[config.mk]
export PLATFORM = sky130hd
export DESIGN_NAME = rss_reset_sequencer
export DESIGN_NICKNAME = d
export VERILOG_FILES = /design/src/rss_pkg.sv /design/src/rss_reset_sequencer.sv
export SDC_FILE = /design/constraint.sdc
export NUM_CORES = 1
export LEC_CHECK = 0
export BUFFER_PORTS_ARGS = -buffer_cell sky130_fd_sc_hd__buf_2
export CAP_MARGIN = 40
export CORE_ASPECT_RATIO = 1.75
export CORE_MARGIN = 10
export CORE_UTILIZATION = 45
export CTS_BUF_LIST = sky130_fd_sc_hd__clkbuf_2 sky130_fd_sc_hd__clkbuf_4 sky130_fd_sc_hd__clkbuf_8
export CTS_CLUSTER_DIAMETER = 40
export DETAILED_ROUTE_END_ITERATION = 7
export PLACE_DENSITY = 0.67
export SYNTH_ARGS = -nofsm -noshare
export SYNTH_HDL_FRONTEND = slang
export SYNTH_SLANG_ARGS = --single-unit
[constraint.sdc]
create_clock -name core_clk -period 4.05 [get_ports core_clk]
set_clock_uncertainty 0.05 [all_clocks]
set_input_delay 0 -clock core_clk [delete_from_list [all_inputs] [get_ports core_clk]]
set_output_delay 0 -clock core_clk [all_outputs]
set_load 0.02 [all_outputs]
[src/rss_pkg.sv]
// constants and carrier types for the reset source sequencer
// assumes a 100 MHz core clock and analog comparators outside the block
package rss_pkg;

	localparam int CLK_MHZ = 100;

	// ***************************************************
	// timing
	// ***************************************************
	localparam int BANDGAP_START_US = 70;
	localparam int BANDGAP_START_CYCLES_DEF = BANDGAP_START_US * CLK_MHZ;
	localparam int PIN_MIN_PULSE_NS = 2500;
	localparam int PIN_MIN_CYCLES = (PIN_MIN_PULSE_NS * CLK_MHZ + 999) / 1000;
	localparam int BRN_MIN_PULSE_NS = 2000;
	localparam int BRN_MIN_CYCLES = (BRN_MIN_PULSE_NS * CLK_MHZ + 999) / 1000;
	localparam int SMON_MIN_PULSE_NS = 2000;
	localparam int SMON_MIN_CYCLES = (SMON_MIN_PULSE_NS * CLK_MHZ + 999) / 1000;

	localparam int CNT_W = 16;
	localparam int FUSE_W = 2;

	// start-up delay in core cycles per fuse code
	localparam logic [CNT_W-1:0] STARTUP_CNT_0 = 16'h0010;
	localparam logic [CNT_W-1:0] STARTUP_CNT_1 = 16'h0100;
	localparam logic [CNT_W-1:0] STARTUP_CNT_2 = 16'h0400;
	localparam logic [CNT_W-1:0] STARTUP_CNT_3 = 16'h1000;

	// ***************************************************
	// synchroniser lane layout and idle levels
	// ***************************************************
	localparam int SYNC_W = 6;
	localparam int LANE_POR = 0;
	localparam int LANE_PIN_N = 1;
	localparam int LANE_BRN = 2;
	localparam int LANE_SMON = 3;
	localparam int LANE_WDOG = 4;
	localparam int LANE_TEST = 5;
	// powerup lane idles active, pin lane idles high
	localparam logic [SYNC_W-1:0] SYNC_INIT = 6'h03;

	typedef struct packed {
		logic testport;
		logic watchdog;
		logic brownout;
		logic pin;
		logic powerup;
	} rss_cause_type;

	localparam rss_cause_type CAUSE_RESET = 5'h01;

	typedef enum logic [1:0] {
		RSS_HOLD = 2'b00,
		RSS_STRETCH = 2'b01,
		RSS_RUN = 2'b10
	} rss_state_type;

endpackage : rss_pkg

[src/rss_reset_sequencer.sv]
// reset source merge, filtering, start-up stretch and supply monitor
// assumes comparator, pin, watchdog and test-port inputs are asynchronous
`timescale 1ns/100ps
module rss_reset_sequencer
	import rss_pkg::*;
#(
	parameter int BANDGAP_START_CYCLES = BANDGAP_START_CYCLES_DEF
) (
	input wire logic core_clk,
	input wire logic reset,
	input wire logic clk_en,
	input wire logic powerup_low,
	input wire logic reset_pin_n,
	input wire logic brownout_low,
	input wire logic supply_low,
	input wire logic watchdog_expire,
	input wire logic watchdog_reset_enable,
	input wire logic testport_reset_bit,
	input wire logic brownout_enable_fuse,
	input wire logic [FUSE_W-1:0] startup_delay_fuse,
	input wire logic supply_monitor_on,
	input wire logic supply_low_irq_enable,
	input wire logic global_irq_enable,
	input wire logic supply_flag_clear,
	input wire logic cause_write,
	input wire rss_cause_type cause_write_data,
	output logic port_reset,
	output logic core_reset,
	output logic vector_fetch,
	output logic bandgap_enable,
	output logic bandgap_ready,
	output logic supply_low_flag,
	output logic supply_irq,
	output rss_cause_type reset_cause_register
);

	// ***************************************************
	// helpers
	// ***************************************************
	// saturating low-time counter: clears when condition drops
	function automatic logic [CNT_W-1:0] filt_next(
		input logic [CNT_W-1:0] cnt,
		input logic cond,
		input logic [CNT_W-1:0] lim
	);
		logic [CNT_W-1:0] res;
		res = '0;
		if (cond) begin
			if (cnt >= lim) begin
				res = lim;
			end else begin
				res = cnt + 16'h0001;
			end
		end
		return res;
	endfunction : filt_next

	function automatic logic [CNT_W-1:0] startup_term(input logic [FUSE_W-1:0] fuse);
		logic [CNT_W-1:0] res;
		res = STARTUP_CNT_0;
		case (fuse)
			2'h0: res = STARTUP_CNT_0;
			2'h1: res = STARTUP_CNT_1;
			2'h2: res = STARTUP_CNT_2;
			2'h3: res = STARTUP_CNT_3;
			default: res = STARTUP_CNT_0;
		endcase
		return res;
	endfunction : startup_term

	localparam logic [CNT_W-1:0] PIN_LIM = CNT_W'(PIN_MIN_CYCLES);
	localparam logic [CNT_W-1:0] BRN_LIM = CNT_W'(BRN_MIN_CYCLES);
	localparam logic [CNT_W-1:0] SMON_LIM = CNT_W'(SMON_MIN_CYCLES);
	localparam logic [CNT_W-1:0] BG_LIM = CNT_W'(BANDGAP_START_CYCLES);

	// ***************************************************
	// declarations
	// ***************************************************
	logic [SYNC_W-1:0] sync1_reg;
	logic [SYNC_W-1:0] sync2_reg;
	logic [CNT_W-1:0] pin_cnt_reg;
	logic [CNT_W-1:0] brn_cnt_reg;
	logic [CNT_W-1:0] smon_cnt_reg;
	logic [CNT_W-1:0] bg_cnt_reg;
	logic [CNT_W-1:0] dly_cnt_reg;
	logic [CNT_W-1:0] dly_cnt_next;
	logic [CNT_W-1:0] dly_term;
	logic wd_prev_reg;
	logic wd_pulse_reg;
	logic smon_evt_reg;
	logic core_reset_reg;
	logic vector_fetch_reg;
	logic flag_reg;
	rss_cause_type cause_reg;
	rss_cause_type cause_next;
	rss_state_type state_reg;
	rss_state_type state_next;
	logic por_src;
	logic pin_src;
	logic brn_src;
	logic smon_low;
	logic any_src;
	logic smon_hit;

	// ***************************************************
	// asynchronous port reset
	// ***************************************************
	// raw pin, comparator and test-port levels with no clock in their path, plus the registered core_reset_reg term
	// limitation: brownout dips too short to reset the core still pulse the port pins
	assign port_reset = powerup_low | ~reset_pin_n | (brownout_low & brownout_enable_fuse)
		| testport_reset_bit | core_reset_reg;

	// ***************************************************
	// input synchronisers
	// ***************************************************
	always_ff @(posedge core_clk) begin
		if (reset) begin
			sync1_reg <= SYNC_INIT;
			sync2_reg <= SYNC_INIT;
		end else if (clk_en) begin
			sync1_reg <= {testport_reset_bit, watchdog_expire, supply_low, brownout_low,
				reset_pin_n, powerup_low};
			sync2_reg <= sync1_reg;
		end
	end

	// ***************************************************
	// bandgap reference
	// ***************************************************
	assign bandgap_enable = brownout_enable_fuse | supply_monitor_on;

	// detectors that lean on the reference read as quiet until it settles, except the raw brownout term in port_reset
	always_ff @(posedge core_clk) begin
		if (reset) begin
			bg_cnt_reg <= '0;
		end else if (clk_en) begin
			bg_cnt_reg <= filt_next(bg_cnt_reg, bandgap_enable, BG_LIM);
		end
	end

	assign bandgap_ready = bandgap_enable && (bg_cnt_reg >= BG_LIM);

	// ***************************************************
	// source qualification
	// ***************************************************
	// filters delay the core reset by their length; port pins react at once
	always_ff @(posedge core_clk) begin
		if (reset) begin
			pin_cnt_reg <= '0;
		end else if (clk_en) begin
			pin_cnt_reg <= filt_next(pin_cnt_reg, ~sync2_reg[LANE_PIN_N], PIN_LIM);
		end
	end

	always_ff @(posedge core_clk) begin
		if (reset) begin
			brn_cnt_reg <= '0;
		end else if (clk_en) begin
			brn_cnt_reg <= filt_next(brn_cnt_reg,
				brownout_enable_fuse & bandgap_ready & sync2_reg[LANE_BRN],
				BRN_LIM);
		end
	end

	assign por_src = sync2_reg[LANE_POR];
	assign pin_src = ~sync2_reg[LANE_PIN_N] && (pin_cnt_reg >= PIN_LIM);
	assign brn_src = brownout_enable_fuse && (brn_cnt_reg >= BRN_LIM);

	// ***************************************************
	// watchdog pulse
	// ***************************************************
	// one cycle per expiry edge, so a stuck expiry line cannot hold reset
	always_ff @(posedge core_clk) begin
		if (reset) begin
			wd_prev_reg <= 1'b0;
		end else if (clk_en) begin
			wd_prev_reg <= sync2_reg[LANE_WDOG];
		end
	end

	// the falling edge of this pulse is what lets the stretch begin
	always_ff @(posedge core_clk) begin
		if (reset) begin
			wd_pulse_reg <= 1'b0;
		end else if (clk_en) begin
			wd_pulse_reg <= sync2_reg[LANE_WDOG] & ~wd_prev_reg
				& watchdog_reset_enable;
		end
	end

	// five causes only; supply monitor deliberately absent
	assign any_src = por_src | pin_src | wd_pulse_reg | brn_src
		| sync2_reg[LANE_TEST];

	// ***************************************************
	// start-up delay counter
	// ***************************************************
	// a bouncing source restarts the count, so it can only lengthen reset
	assign dly_term = startup_term(startup_delay_fuse);

	always_comb begin
		state_next = state_reg;
		dly_cnt_next = dly_cnt_reg;
		case (state_reg)
			RSS_HOLD: begin
				dly_cnt_next = '0;
				if (!any_src) begin
					state_next = RSS_STRETCH;
				end
			end
			RSS_STRETCH: begin
				if (any_src) begin
					state_next = RSS_HOLD;
					dly_cnt_next = '0;
				end else if (dly_cnt_reg >= dly_term - 16'h0001) begin
					state_next = RSS_RUN;
				end else begin
					dly_cnt_next = dly_cnt_reg + 16'h0001;
				end
			end
			RSS_RUN: begin
				dly_cnt_next = '0;
				if (any_src) begin
					state_next = RSS_HOLD;
				end
			end
			default: begin
				state_next = RSS_HOLD;
				dly_cnt_next = '0;
			end
		endcase
	end

	always_ff @(posedge core_clk) begin
		if (reset) begin
			state_reg <= RSS_HOLD;
		end else if (clk_en) begin
			state_reg <= state_next;
		end
	end

	always_ff @(posedge core_clk) begin
		if (reset) begin
			dly_cnt_reg <= '0;
		end else if (clk_en) begin
			dly_cnt_reg <= dly_cnt_next;
		end
	end

	// ***************************************************
	// core reset and vector fetch
	// ***************************************************
	// core_reset doubles as the io register initialise level
	always_ff @(posedge core_clk) begin
		if (reset) begin
			core_reset_reg <= 1'b1;
		end else if (clk_en) begin
			core_reset_reg <= (state_next != RSS_RUN);
		end
	end

	// one pulse in the first running cycle, where fetch starts at the vector
	always_ff @(posedge core_clk) begin
		if (reset) begin
			vector_fetch_reg <= 1'b0;
		end else if (clk_en) begin
			vector_fetch_reg <= core_reset_reg & (state_next == RSS_RUN);
		end
	end

	assign core_reset = core_reset_reg;
	assign vector_fetch = vector_fetch_reg;

	// ***************************************************
	// supply monitor
	// ***************************************************
	assign smon_low = supply_monitor_on & bandgap_ready & sync2_reg[LANE_SMON];
	assign smon_hit = smon_low && (smon_cnt_reg >= SMON_LIM);

	always_ff @(posedge core_clk) begin
		if (reset) begin
			smon_cnt_reg <= '0;
		end else if (clk_en) begin
			smon_cnt_reg <= filt_next(smon_cnt_reg, smon_low, SMON_LIM);
		end
	end

	// remembers the episode so that one long dip sets the flag only once
	always_ff @(posedge core_clk) begin
		if (reset) begin
			smon_evt_reg <= 1'b0;
		end else if (clk_en) begin
			smon_evt_reg <= smon_hit;
		end
	end

	// hardware set wins over a same-cycle software clear
	always_ff @(posedge core_clk) begin
		if (reset) begin
			flag_reg <= 1'b0;
		end else if (clk_en) begin
			if (smon_hit && !smon_evt_reg) begin
				flag_reg <= 1'b1;
			end else if (supply_flag_clear) begin
				flag_reg <= 1'b0;
			end
		end
	end

	assign supply_low_flag = flag_reg;
	assign supply_irq = flag_reg & supply_low_irq_enable & global_irq_enable;

	// ***************************************************
	// reset cause flags
	// ***************************************************
	// sets from live sources win over a same-cycle zero write
	always_comb begin
		cause_next = cause_reg;
		if (cause_write) begin
			cause_next = cause_reg & cause_write_data;
		end
		if (por_src) begin
			cause_next = CAUSE_RESET;
		end else begin
			cause_next.pin = cause_next.pin | pin_src;
			cause_next.watchdog = cause_next.watchdog | wd_pulse_reg;
			cause_next.brownout = cause_next.brownout | brn_src;
			cause_next.testport = cause_next.testport | sync2_reg[LANE_TEST];
		end
	end

	// block reset stands for first power-up, hence powerup flag set
	always_ff @(posedge core_clk) begin
		if (reset) begin
			cause_reg <= CAUSE_RESET;
		end else if (clk_en) begin
			cause_reg <= cause_next;
		end
	end

	assign reset_cause_register = cause_reg;

endmodule : rss_reset_sequencer

==> flow_summary.toml, run 1 <==
[outcome]
outcome = "finished clean"

[power]
power_mw = 1.88
cellPowerDensity_nw_per_um2 = 340
ir_drop_v = 0.000247
p_leak_nw = 2.15

[logic_synthesis]
synth_nets = 607
yosys_register_bits = 105
ys_warn_count = 0
seq_area_frac_synth_pct = 43.0
netlist_area_um2 = 4890
netlist_instances = 570
synthFlopType = "dfxtp_1"
synth_edf_count = 0
synth_cell_types = 63
syn_area_per_cell_um2 = 8.58
synthArstFlopShare_pct = 0

[placed_design]
placed_area_um2 = 5180
dpl.hpwl_um = 8120
dp.cells = 712
numPortBuffers = 34
finalWeightedCongestion = 0.839

[routing]
dr.pass1.iters = 4
vias = 4334
ant_nets = 0
drt_iter0_markers = 212
drt-total-wl_um = 11600
avgViaCountPerCell = 5.85
wire_per_inst_um = 15.7
drc = 0

[setup_path]
cp-start-kind = "flip-flop"
crit_arrival_ps = 2670
crit_fanout = 14
crit_type = "flip-flop to flip-flop"
worstPathRequired_ps = 4300
endpoint_kind = "flip-flop"

[finish]
final_common_cell = "dfxtp_1"
drive_gt1_share_pct = 11.8
final_cell_mix = "dfxtp_1 (105), nor2_1 (54), a21oi_1 (52)"
areaGrowthSynthToFinish_pct = 13.0
fin_cells = 741
stdcell_area_um2 = 5530
final_nets = 642

[floorplanning]
dieHeight_um = 158
pin_count = 35
die_w_um = 98.8
start_util_pct = 45.7
core-area_um2 = 10700
rows = 50
dieArea_um2 = 15600

[timing]
slew_headroom_pct = 53.1
hold_ws_ps = 17.5
min_period_over_period_pct = 59.8
setup_viol = 0
max_freq_mhz = 413
layout_min_cycle_time_ps = 2420
hold_violations = 0
tightest_slew_ps = 699
rsz0062_at_grt = "false"
drv_slew = 0
tns_ps = 0

[clock_tree]
post_cts.repair.setup_buffers = 0
cts.htree.levels = 3
path_clk_slew_ps = 100
cts.sinks = 105
cts_buffers = 9
clk-insertion-delay-late_ps = 370
cts_root_buf = "clkbuf_8"
max-clock-path-buffers = 2
cts_tree = "built"

[min_path]
hp-class = "input port to flip-flop"

[flow_run]
cap_violations = 0

[global_route]
grt_overflow_total = 0
antenna_found_initial = 1
grt_use_total_pct = 14.5
grt_max_degree = 53
grt_first_pass_wirelength_um = 19100
grt_pass1_vias = 4053
## critical path, cell delays in order (launching register included)
cell	delay, ps
dfxtp_1	410
inv_1	60
ha_1	190
o31ai_1	190
o211a_1	450
o2111ai_4	230
or2_0	310
or3_1	310
a21oi_1	150
## power by group
group          switching [mW]  leakage, nW  internal [mW]
registers              0.0106        0.848           1.04
clock network           0.360        0.114          0.359
logic                  0.0653         1.19         0.0453
## through the flow
step                      setup slack (ps)  utilization [%]
after floorplan                       2090                -
after global routing                  1440             51.7
after CTS                             1610             51.7
after global placement                1580             48.0
final                                 1630             51.7
after detailed placement              1660             48.5
## cell type report
type,instances,area (um^2)
fillers,1006,5170
diodes,1,2.50
multi-input cells,418,2610
flip-flops and latches,105,2100
clock inverters,6,91.3
well taps,130,163
clock buffers,10,131
inverters,20,75.1
repair buffers,51,352
## metal layers
layer / GRT usage, % / up-vias / part of all wire (%)
li1: - / 2167 / -
met1: 15.9 / 2088 / 41
met2: 26.7 / 66 / 54
met3: 2.53 / 13 / 3.0
met4: 6.10 / 0 / 1.7
met5: 0 / - / 0
## worst paths after layout
path,startpoint,endpoint,slack [ps],cells after the start
max,pin_cnt_reg[0],dly_cnt_reg[11],1630,8
min,cause_write_data[3],reset_cause_register[3],20,5
max reg2reg,pin_cnt_reg[0],dly_cnt_reg[11],1630,8
min reg2reg,sync1_reg[1],sync2_reg[1],400,1
## cells in the mapped netlist, types with 6 or more instances
cell type	instances	area, um^2
a31o_2	6	52.6
mux2i_1	10	100
a211o_1	7	61.3
and3_1	11	68.8
dfxtp_1	105	2100
nand2_1	37	139
a21o_1	7	52.6
ha_1	14	175
nand3_1	12	60.1
a21oi_1	52	260
a211oi_1	8	60.1
nor3_1	19	95.1
nand4_1	16	100
nor2_1	55	206
nor4_1	11	68.8
o21ai_0	29	145
inv_1	20	75.1
a31oi_1	7	43.8
nor2b_1	10	62.6
or3_1	8	50.1
and2_1	22	138
clkbuf_1	19	71.3
## cell families after synthesis
logic type                 share of synthesized area [%]
and+or+nand+nor                                     23.2
AOI/OAI and AO/OA                                   23.6
DFF                                                 43.0
buffers and inverters                               3.71
adders and majority gates                           3.58
muxes                                               2.05
xor gates and xnor gates                           0.895
## repair_timing
item / 4_1_cts / 5_1_grt
endpoints found under the hold margin: 13 / 0
hold buffers: 12 / 0
resized for setup: 0 / 0
Power figures use the tool's default switching activity.
==> run 2, diff against run 1 <==
- PLACE_DENSITY: 0.67 -> 0.7
- clock period: 4.05 -> 2.1 ns (I/O delays scaled with it)
==> run 2 against run 1 <==
  * Final cell count grew 4.0%
  * Worst hold slack gained 15 ps
  * Total power grew 84%
  * Clock-buffer cell count grew 3
  * Via count grew 4.4%
  * First-iteration DRC count shrank 15%
  * Largest power group unchanged
  * Die area is the same
==> flow_summary.toml, run 2 (synthesis gave the netlist of run 1 again) <==
[timing]
hold_violations = 0
tns_ps = 0
max_freq_mhz = 485
setup_viol = 0
slew_headroom_pct = 52.7
setup_ws_ps = 40.2
tightest_slew_ps = 706
hold_ws_ps = 33.0
min_period_over_period_pct = 98.1
rsz0062_at_grt = "true"
drv_slew = 0
layout_min_cycle_time_ps = 2060

[clock_tree]
clk-insertion-delay-late_ps = 380
cts.sinks = 105
cts_tree = "built"
path_clk_slew_ps = 100
max-clock-path-buffers = 2
cts_buffers = 9
cts_root_buf = "clkbuf_8"
cts.htree.levels = 3

[flow_run]
cap_violations = 0

[routing]
dr.max_layer_used = "met4"
dr_wl_met3_um = 438
wl_met2_um = 6610
wire_per_inst_um = 16.2
ant_nets = 0
wl_met1_um = 5030
dr.pass1.iters = 4
vias = 4526
drt-total-wl_um = 12500
avgViaCountPerCell = 5.87
drc = 0
drt_iter0_markers = 180

[placed_design]
post-place-ws_ps = 20.9
finalWeightedCongestion = 0.835
dp.cells = 738
numPortBuffers = 34
dpl.hpwl_um = 8770

[setup_path]
cp-start-kind = "flip-flop"
crit_buf_inv = 0
cp_slowest_stage_delay_ps = 380
crit_chain = "nor4_2 -> a31o_2 -> o2111ai_4 -> or2_1 -> or3_1 -> a21oi_1"
cp_slowest_cell = "nor4_2"
path_delay_family = "simple AND/OR/NAND/NOR gates"
crit_type = "flip-flop to flip-flop"
worstPathRequired_ps = 2360
crit_arrival_ps = 2320
crit_fanout = 4
endpoint_kind = "flip-flop"

[power]
p_leak_nw = 2.29
cellPowerDensity_nw_per_um2 = 596
ir_drop_v = 0.000398

[global_route]
antenna_found_initial = 0
grt_overflow_total = 0
grt_first_pass_wirelength_um = 20500
grt_pass1_vias = 4378
grt_use_total_pct = 15.7
grt_max_degree = 55

[finish]
drive_gt1_share_pct = 17.5
fin_cells = 771
areaGrowthSynthToFinish_pct = 18.6
final_nets = 674
fill_cells = 980
final_cell_mix = "dfxtp_1 (104), nor2_1 (55), a21oi_1 (51)"
final_common_cell = "dfxtp_1"
insertedDiodeCount = 0

[floorplanning]
start_util_pct = 45.7
dieHeight_um = 158
dieArea_um2 = 15600
die_w_um = 98.8
pin_count = 35
rows = 50
core-area_um2 = 10700

[outcome]
outcome = "finished clean"

[min_path]
hp-class = "input port to flip-flop"
==> run 2: worst min-delay path: stages <==
cell and delay [ps]:
buf_2 100, nand2_1 110, o31a_1 160, nor3_1 50
==> run 2: final cells by class <==
cell class,count,area [um^2],share of cell area [%]
multi-input combinational,418,2690,46.4
tap,130,163,2.80
clock buffer,13,173,2.98
sequential,105,2100,36.3
clock inverter,2,12.5,0.216
timing repair buffer,83,586,10.1
inverter,20,75.1,1.29
==> run 2: final timing paths <==
path | startpoint | depth (start not counted) | end | slack (ps)
hold reg to reg | smon_evt_reg | 2 | smon_evt_reg | 410
setup reg to reg | brn_cnt_reg[15] | 6 | dly_cnt_reg[4] | 40
hold / removal | supply_monitor_on | 4 | smon_cnt_reg[12] | 30
setup / recovery | brn_cnt_reg[15] | 6 | dly_cnt_reg[4] | 40
==> run 2: layer usage <==
metal,up-vias,global-route usage [%]
met5,-,0
met4,0,8.36
met3,30,3.06
met2,86,28.6
met1,2180,16.5
li1,2230,-
==> run 2: what timing repair did <==
item | 4_1_cts | 5_1_grt
endpoints found under the setup margin | 1 | 20
hold buffers | 14 | 0
pin swaps | 0 | 6
setup buffers | 0 | 4
endpoints found under the hold margin | 18 | 0
gates resized for setup | 0 | 17
==> run 2: stage by stage <==
| step | utilization (%) | instance area, um^2 | power, mW |
|---|---|---|---|
| floorplan | - | 4890 | 2.20 |
| global placement | 50.2 | 5370 | 2.27 |
| detailed placement | 50.2 | 5370 | 2.27 |
| CTS | 53.2 | 5690 | 3.48 |
| global route | 54.2 | 5800 | 3.57 |
| finish | 54.2 | 5800 | 3.46 |
==> run 2: power by group <==
group          internal [mW]  leakage, nW  switching [mW]
sequential              2.01        0.849          0.0166
combinational         0.0912         1.35           0.136
clock                  0.535       0.0949           0.669
